## src/cmr_cfg.svh

```systemverilog
`ifndef CMR_CFG_SVH
`define CMR_CFG_SVH

// Register byte addresses on the plain register port
`define CMR_MODE_BASE 8'h00
`define CMR_STATUS_ADDR 8'h10
`define CMR_MASK_ADDR 8'h11
`define CMR_LEVEL_ADDR 8'h12

// Mode control field positions
`define CMR_RISE_EN_BIT 5
`define CMR_FALL_EN_BIT 4
`define CMR_RESP_SEL_LSB 0
`define CMR_RESP_SEL_MSB 1

// Only bits 5, 4, 1 and 0 are stored
`define CMR_MODE_WMASK 8'h33

// Reset values
`define CMR_MODE_RST 8'h00
`define CMR_MASK_RST 8'h00
`define CMR_STATUS_RST 8'h00

// Status and mask layout: two bits per comparator
`define CMR_EVT_RISE_OFS 0
`define CMR_EVT_FALL_OFS 1

`endif

```

## src/cmr_pkg.sv

```systemverilog
`default_nettype none
package cmr_pkg;

    // One access on the register port
    typedef struct packed {
        logic wrStb;
        logic rdStb;
        logic [7:0] addr;
        logic [7:0] wrData;
    } cmr_bus_req_t;

    // Edge events of one comparator
    typedef struct packed {
        logic fall;
        logic rise;
    } cmr_edge_t;

    // Response-time selector codes
    typedef enum logic [1:0] {
        CMR_RESP_MODE0 = 2'b00,
        CMR_RESP_MODE1 = 2'b01,
        CMR_RESP_MODE2 = 2'b10,
        CMR_RESP_MODE3 = 2'b11
    } cmr_resp_sel_t;

endpackage : cmr_pkg
`default_nettype wire

```

## src/cmr_mode_ctrl.sv

```systemverilog
`timescale 1ns/1ps
`default_nettype none
`include "cmr_cfg.svh"

// Behaviour
// - Bits seven and six read zero and ignore writes.
// - Bits three and two read zero and ignore writes.
// - Bit five enables interrupts on rising comparator output edges.
// - Bit four enables interrupts on falling comparator output edges.
// - Bits one and zero hold the response-time selector driven to the comparator.
module cmr_mode_ctrl #(
    parameter int NUM_CMP = 3
) (
    // Clock and reset
    input wire logic clk_sys,
    input wire logic rstn,
    // Register port
    input wire cmr_pkg::cmr_bus_req_t busReq,
    output logic [7:0] rdData,
    // Comparator side
    input wire logic [NUM_CMP-1:0] cmpOut,
    output logic [2*NUM_CMP-1:0] respTimeSel,
    // Events and interrupt
    output logic [NUM_CMP-1:0] riseEvent,
    output logic [NUM_CMP-1:0] fallEvent,
    output logic irq
);
    import cmr_pkg::*;

    localparam int SW = 2 * NUM_CMP;
    localparam int IW = (NUM_CMP > 1) ? $clog2(NUM_CMP) : 1;

    // Status and mask are one byte each at two bits per comparator, so at most four comparators fit
    logic [7:0] modeReg [NUM_CMP];
    logic [SW-1:0] statusReg;
    logic [SW-1:0] statusNext;
    logic [SW-1:0] maskReg;
    logic [SW-1:0] maskNext;
    logic [7:0] rdData_reg;
    logic [7:0] rdDataNext;
    logic irq_reg;
    logic [SW-1:0] respTimeSel_reg;
    logic [NUM_CMP-1:0] riseEvent_reg;
    logic [NUM_CMP-1:0] fallEvent_reg;

    // Synchroniser and edge detector state
    logic [NUM_CMP-1:0] syncMeta_reg;
    logic [NUM_CMP-1:0] syncLevel_reg;
    logic [NUM_CMP-1:0] prevLevel_reg;

    // Address decode
    wire isModeAddr = (busReq.addr >= `CMR_MODE_BASE)
        && (busReq.addr < (`CMR_MODE_BASE + 8'(NUM_CMP)));
    wire [7:0] modeOfs = busReq.addr - `CMR_MODE_BASE;
    wire [IW-1:0] modeIdx = modeOfs[IW-1:0];
    wire isStatusAddr = (busReq.addr == `CMR_STATUS_ADDR);
    wire isMaskAddr = (busReq.addr == `CMR_MASK_ADDR);
    wire isLevelAddr = (busReq.addr == `CMR_LEVEL_ADDR);
    wire wrMask = busReq.wrStb && isMaskAddr;
    wire rdStatus = busReq.rdStb && isStatusAddr;

    // Writes keep only the defined fields
    wire [7:0] modeWrVal = busReq.wrData & `CMR_MODE_WMASK;

    // Edge detection on the synchronised level
    wire [NUM_CMP-1:0] riseRaw = syncLevel_reg & ~prevLevel_reg;
    wire [NUM_CMP-1:0] fallRaw = ~syncLevel_reg & prevLevel_reg;

    // Enable gating per comparator
    wire [SW-1:0] statusSet;
    wire [NUM_CMP-1:0] riseGated;
    wire [NUM_CMP-1:0] fallGated;

    genvar gi;
    generate
        for (gi = 0; gi < NUM_CMP; gi++) begin : g_cmp
            wire riseEn = modeReg[gi][`CMR_RISE_EN_BIT];
            wire fallEn = modeReg[gi][`CMR_FALL_EN_BIT];
            wire modeWr = busReq.wrStb && isModeAddr && (modeIdx == IW'(gi));

            assign riseGated[gi] = riseRaw[gi] && riseEn;
            assign fallGated[gi] = fallRaw[gi] && fallEn;
            assign statusSet[2*gi+`CMR_EVT_RISE_OFS] = riseGated[gi];
            assign statusSet[2*gi+`CMR_EVT_FALL_OFS] = fallGated[gi];

            always_ff @(posedge clk_sys or negedge rstn) begin
                if (!rstn) begin
                    modeReg[gi] <= `CMR_MODE_RST;
                end else if (modeWr) begin
                    modeReg[gi] <= modeWrVal;
                end
            end

            always_ff @(posedge clk_sys or negedge rstn) begin
                if (!rstn) begin
                    respTimeSel_reg[2*gi+1:2*gi] <= CMR_RESP_MODE0;
                end else begin
                    respTimeSel_reg[2*gi+1:2*gi] <=
                        modeReg[gi][`CMR_RESP_SEL_MSB:`CMR_RESP_SEL_LSB];
                end
            end
        end
    endgenerate

    // A new event in the clearing read's cycle survives the clear
    assign statusNext = rdStatus ? statusSet : (statusReg | statusSet);
    assign maskNext = wrMask ? busReq.wrData[SW-1:0] : maskReg;

    // Read selection; unmapped addresses read zero
    wire [7:0] modeRdVal = isModeAddr ? modeReg[modeIdx] : 8'h00;
    wire [7:0] statusRdVal = isStatusAddr ? 8'(statusReg) : 8'h00;
    wire [7:0] maskRdVal = isMaskAddr ? 8'(maskReg) : 8'h00;
    wire [7:0] levelRdVal = isLevelAddr ? 8'(syncLevel_reg) : 8'h00;
    assign rdDataNext = busReq.rdStb
        ? (modeRdVal | statusRdVal | maskRdVal | levelRdVal) : 8'h00;

    // First stage feeds only the second stage
    always_ff @(posedge clk_sys or negedge rstn) begin
        if (!rstn) begin
            syncMeta_reg <= '0;
            syncLevel_reg <= '0;
            prevLevel_reg <= '0;
        end else begin
            syncMeta_reg <= cmpOut;
            syncLevel_reg <= syncMeta_reg;
            prevLevel_reg <= syncLevel_reg;
        end
    end

    always_ff @(posedge clk_sys or negedge rstn) begin
        if (!rstn) begin
            statusReg <= SW'(`CMR_STATUS_RST);
            maskReg <= SW'(`CMR_MASK_RST);
        end else begin
            statusReg <= statusNext;
            maskReg <= maskNext;
        end
    end

    // Interrupt is registered from the next status and mask, so it changes with status and the output is a flop
    always_ff @(posedge clk_sys or negedge rstn) begin
        if (!rstn) begin
            irq_reg <= 1'b0;
        end else begin
            irq_reg <= |(statusNext & maskNext);
        end
    end

    always_ff @(posedge clk_sys or negedge rstn) begin
        if (!rstn) begin
            riseEvent_reg <= '0;
            fallEvent_reg <= '0;
            rdData_reg <= 8'h00;
        end else begin
            riseEvent_reg <= riseGated;
            fallEvent_reg <= fallGated;
            rdData_reg <= rdDataNext;
        end
    end

    assign rdData = rdData_reg;
    assign irq = irq_reg;
    assign respTimeSel = respTimeSel_reg;
    assign riseEvent = riseEvent_reg;
    assign fallEvent = fallEvent_reg;

endmodule : cmr_mode_ctrl
`default_nettype wire

```

## config.mk

```make
export PLATFORM = sky130hd
export DESIGN_NAME = cmr_mode_ctrl
export DESIGN_NICKNAME = d
export VERILOG_FILES = /design/src/cmr_pkg.sv /design/src/cmr_mode_ctrl.sv
export VERILOG_INCLUDE_DIRS = /design/src
export SDC_FILE = /design/constraint.sdc
export NUM_CORES = 1
export LEC_CHECK = 0
export BUFFER_PORTS_ARGS = -buffer_cell sky130_fd_sc_hd__buf_2
export CORE_UTILIZATION = 50
export DETAILED_ROUTE_END_ITERATION = 8
export GPL_TIMING_DRIVEN = 0
export PLACE_DENSITY = 0.73
export RECOVER_POWER = 100
export SYNTH_ARGS = -nofsm -noshare
export SYNTH_HDL_FRONTEND = slang
export SYNTH_SLANG_ARGS = --single-unit
```

## constraint.sdc

```tcl
create_clock -name clk_sys -period 2.49 [get_ports clk_sys]
set_input_delay 0.249 -clock clk_sys [delete_from_list [all_inputs] [get_ports clk_sys]]
set_output_delay 0.249 -clock clk_sys [all_outputs]
set_load 0.005 [all_outputs]
```

# Word-level counts from Yosys, hierarchy flattened
# Cells that the tools add are included.
# word_totals
reg_bits	54
out_inout_bits	21
# classes
n_lt_le_gt_ge	3
n_eq_ne	5
mux	10
bitwise_logic	10
reduce_logical	15
# op_table
operator	n
two-way mux 8 bit	4
== test 8 x 5 -> 1 bit, second input constant	3
two-way mux 6 bit	4
binary-select mux 8 bit (select 2 bit)	1
OR 8 x 6 -> 8 bit	2
logical AND 1 bit	13
>= comparator 8 x 1 -> 1 bit, second input constant	1
less-than comparator 8 x 2 -> 1 bit, second input constant	1
OR 8 x 3 -> 8 bit	1
AND 3 bit	2
AND 6 bit	1
NOT 3 bit	2
OR 6 bit	1
OR reduction 6 bit	1
>= comparator 3 bit, second input constant	1
two-way mux 3 bit	1
NOT 2 -> 3 bit	1
== test 2 x 1 -> 1 bit, second input constant	1
== test 2 bit, second input constant	1
logical NOT 2 bit	1

# Depth between registers and ports, before layout
# depth
depth_word	9
ltp_mapped	6

# Worst setup path after synthesis
# OpenSTA, ideal clock, no wires.
# synth_timing
kind	input to register
from	input busReq[15] (netlist bit)
to	register irq_reg, in the netlist irq
setup_time_ns	0.129
arrival_time_ns	2.294
t_required_ns	2.361
path_slack_ns	0.067
path_stages	6
path_buffers	1
cell_sequence	or4_4 -> or4_4 -> buf_6 -> mux2_4 -> a22o_1 -> a2111o_1
# synth_via
elab_chain_len	5
elab_cells_between_ends	8
cone_classes	eq/ne (2); mux (2); bitwise (1); reduce/logical (3)
# synth_lines
element	line	rtl
start: declaration	cmr_mode_ctrl.sv:18	input wire cmr_pkg::cmr_bus_req_t busReq,
== test 8 x 5 -> 1 bit (no source line)	n/a	
logical AND 1 bit	cmr_mode_ctrl.sv:59	wire wrMask = busReq.wrStb && isMaskAddr;
two-way mux 6 bit	cmr_mode_ctrl.sv:107	assign maskNext = wrMask ? busReq.wrData[SW-1:0] : maskReg;
via maskNext[2]	cmr_mode_ctrl.sv:38	logic [SW-1:0] maskNext;
AND 6 bit	cmr_mode_ctrl.sv:145	irq_reg <= |(statusNext & maskNext);
OR reduction 6 bit	cmr_mode_ctrl.sv:145	
end signal: assignment	cmr_mode_ctrl.sv:145	
end: declaration	cmr_mode_ctrl.sv:41	logic irq_reg;
# The timed path passes the listed nets, and every way through them passes these cells.
# A chain may end at the register's enable or synchronous reset.

# Final worst setup path
# Same ends and word-level chain as after synthesis.

==> run_results.csv <==
group,metric,value,unit
placed_design,io_buffers,39,
critical_path,crit_end,"irq",
clock_network,post-cts-setup-buffer-count,0,
logic_synthesis,netlist.area_leader.share,64.5,%
logic_synthesis,synth_cell_types,32,
pwr,total_power,1500,µW
clock_network,clk_pin_slew,90,ps
critical_path,cpMaxStageDelayCell,"or4_4",
critical_path,cp_top_family,"simple AND/OR/NAND/NOR gates",
cells_and_area,drive_above_1_share,29.6,%
logic_synthesis,ys_seq_elements,52,
critical_path,ff2ff_setup_slack,1010,ps
critical_path,critPathBufInv,2,
logic_synthesis,synth_area_per_cell,13.6,µm²
status,status,"finished clean",
critical_path,path_max_fanout,6,
clock_network,numCtsBuffers,5,
timing,rsz0062_at_grt,"no",
floorplan,die_h,65.5,µm
global_route,antenna_found_initial,0,
drt,wire_per_inst,14.6,µm
logic_synthesis,ys_top_cells_by_area,"dfrtp_1, mux2_2, mux2i_1, a21o_1, nand2_1",
cells_and_area,layout_common_cells,"dfrtp_1, buf_2, clkbuf_1, mux2_2, nand2_1",
floorplan,start_util,53.5,%
timing,finalSetupViolCount,0,
logic_synthesis,ys.flop_type,"dfrtp_1",
drt,drtPass1Iterations,4,
cells_and_area,finalNetCount,218,
clock_network,cts_resized,0,
placed_design,gp_congestion,0.771,
logic_synthesis,yosysWarningCount,0,
drt,drc,0,
logic_synthesis,ys_seq_area_share,64.5,%
critical_path,endpoint_kind,"register",
min_path,hold_path.class,"in -> reg",
critical_path,cp.required,2680,ps
clock_network,ctsLongestPathBuffers,2,
floorplan,design.die.area,4290,µm²
timing,finClkSkew,7.45,ps
drt,wl,3.57,mm
run,drv_cap,0,
drt,ant_nets,0,
global_route,grt_pass1_vias,1311,
pwr,leakagePower,0.00124,µW
critical_path,r2r-start,"syncLevel_reg[1]",
global_route,grt_max_degree,53,
clock_network,clkLatencyLatePin,300,ps
clock_network,clock-root-buffer,"clkbuf_8",
placed_design,dp_hpwl,2.70,mm
clock_network,cts_tree,"done",
timing,drv_slew,0,
clock_network,cts_sinks,52,
timing,tightestPinTransition,1230,ps
cells_and_area,diodes,0,
pwr,vdd_drop_max,0.000420,V
critical_path,worstPathArrival,2600,ps
drt,via_count,1267,
critical_path,cp_slowest_stage_delay,570,ps
logic_synthesis,synth_cells,148,
clock_network,ctsHoldBuffers,0,
global_route,grt_pass1_wl,6.28,mm
drt,vias_per_cell,5.19,
cells_and_area,layout.cells.most_common,"dfrtp_1",
logic_synthesis,yosys.area.top_type,"dfrtp_1",
floorplan,die_w,65.5,µm
critical_path,path_cells,"buf_2, or4_4, or4_1, clkbuf_1, mux2_4, a22o_1, a2111o_1",
critical_path,rr_worst_depth,4,
global_route,overflow,0,
global_route,grt_use_total,20.3,%
floorplan,design.core.area,3770,µm²
timing,post-route-period-util,96.5,%
timing,fmax,0.416,GHz
cells_and_area,area_growth,16.2,%
logic_synthesis,syn-cell-area,2020,µm²
logic_synthesis,async_flop_share,100,%
timing,final_hold_viol_count,0,
critical_path,crit_type,"in -> reg",
floorplan,ios,44,
critical_path,r2r_end,"irq",
timing,period_needed,2400,ps
critical_path,start_kind,"primary input",
drt,first_iter_violations,70,
critical_path,cp_num_cells,7,
timing,fin_tns_setup,0,ps
pwr,pwr_density_cell,641,nW/µm²
logic_synthesis,synth-edff-count,0,
clock_network,ctsHtreeMaxLevel,2,
floorplan,placementRows,22,
critical_path,crit_start,"busReq[15]",
timing,relSlewSlack,18.0,%
cell type report:
class | count | area (µm²)
fill | 296 | 1430
sequential | 52 | 1300
multi-input combinational | 86 | 659
timing repair buffer | 39 | 186
clock buffer | 6 | 72.6
tap | 48 | 60.1
buffer | 7 | 33.8
clock inverter | 2 | 16.3
inverter | 4 | 15.0
cell usage after synthesis, types with 2 or more instances:
master and instances:
mux2_2 16, nor3_1 2, and3_1 2, a22o_1 2, or4_4 2, a21o_1 6, dfrtp_1 52, buf_4 2
nand2_1 11, a21oi_1 2, mux2_4 2, and3b_1 3, inv_1 4, nand3_1 2, clkbuf_1 2, a22oi_1 4
nor2_1 7, o21ai_0 7, mux2i_1 7
worst reg2reg max path: stages, from the launching register on:
cell and delay, ps:
dfrtp_1 410, and3b_1 200, a21o_1 170, a22o_1 220, a2111o_1 370
through the flow:
step	instance area (µm²)	std cells	hold WS, ps	util [%]	setup WS [ps]
floorplan	2020	149	-46.6	-	67.2
global placement	2280	236	333	60.4	-176
CTS	2370	244	28.7	62.7	190
global route	2340	244	29.2	62.2	42.2
detailed placement	2280	236	338	60.4	-138
finish	2340	244	47.0	62.2	87.9
cells by family after synthesis:
family                 Yosys count  synth area share [%]
DFF                             52                  64.5
muxes                           25                  13.9
buffers and inverters           11                  2.85
other                            1                 0.186
and+or+nand+nor                 35                  9.55
AOI/OAI and AO/OA               24                  9.05
routing by layer:
metal	track usage, %	part of all wire (%)	wire length, µm
met2	30.4	47	1660
met4	9.78	1.8	65
met5	0	0	0
met3	6.08	5.4	193
met1	26.9	46	1650
worst min-delay path by stage:
stage | startpoint | to | slack (ps) | cells past startpoint
5_1_grt | cmpOut[2] | syncMeta_reg[2] | 30 | 1
3_3_place_gp | syncMeta_reg[1] | syncLevel_reg[1] | 330 | 0
3_5_place_dp | syncMeta_reg[2] | syncLevel_reg[2] | 340 | 0
6_report | cmpOut[2] | syncMeta_reg[2] | 50 | 1
2_1_floorplan | rstn | fallEvent[0] | -50 | 0
4_1_cts | cmpOut[2] | syncMeta_reg[2] | 30 | 1
power breakdown:
group          switching (µW)  leakage [µW]  internal (µW)  total [µW]
Sequential               26.7      0.000697            892         919
Clock                     258     0.0000414            200         458
Combinational            68.6      0.000499           57.2         126
Total                     353       0.00124           1150        1500
Note: power is estimated with default switching activity, not from simulation.
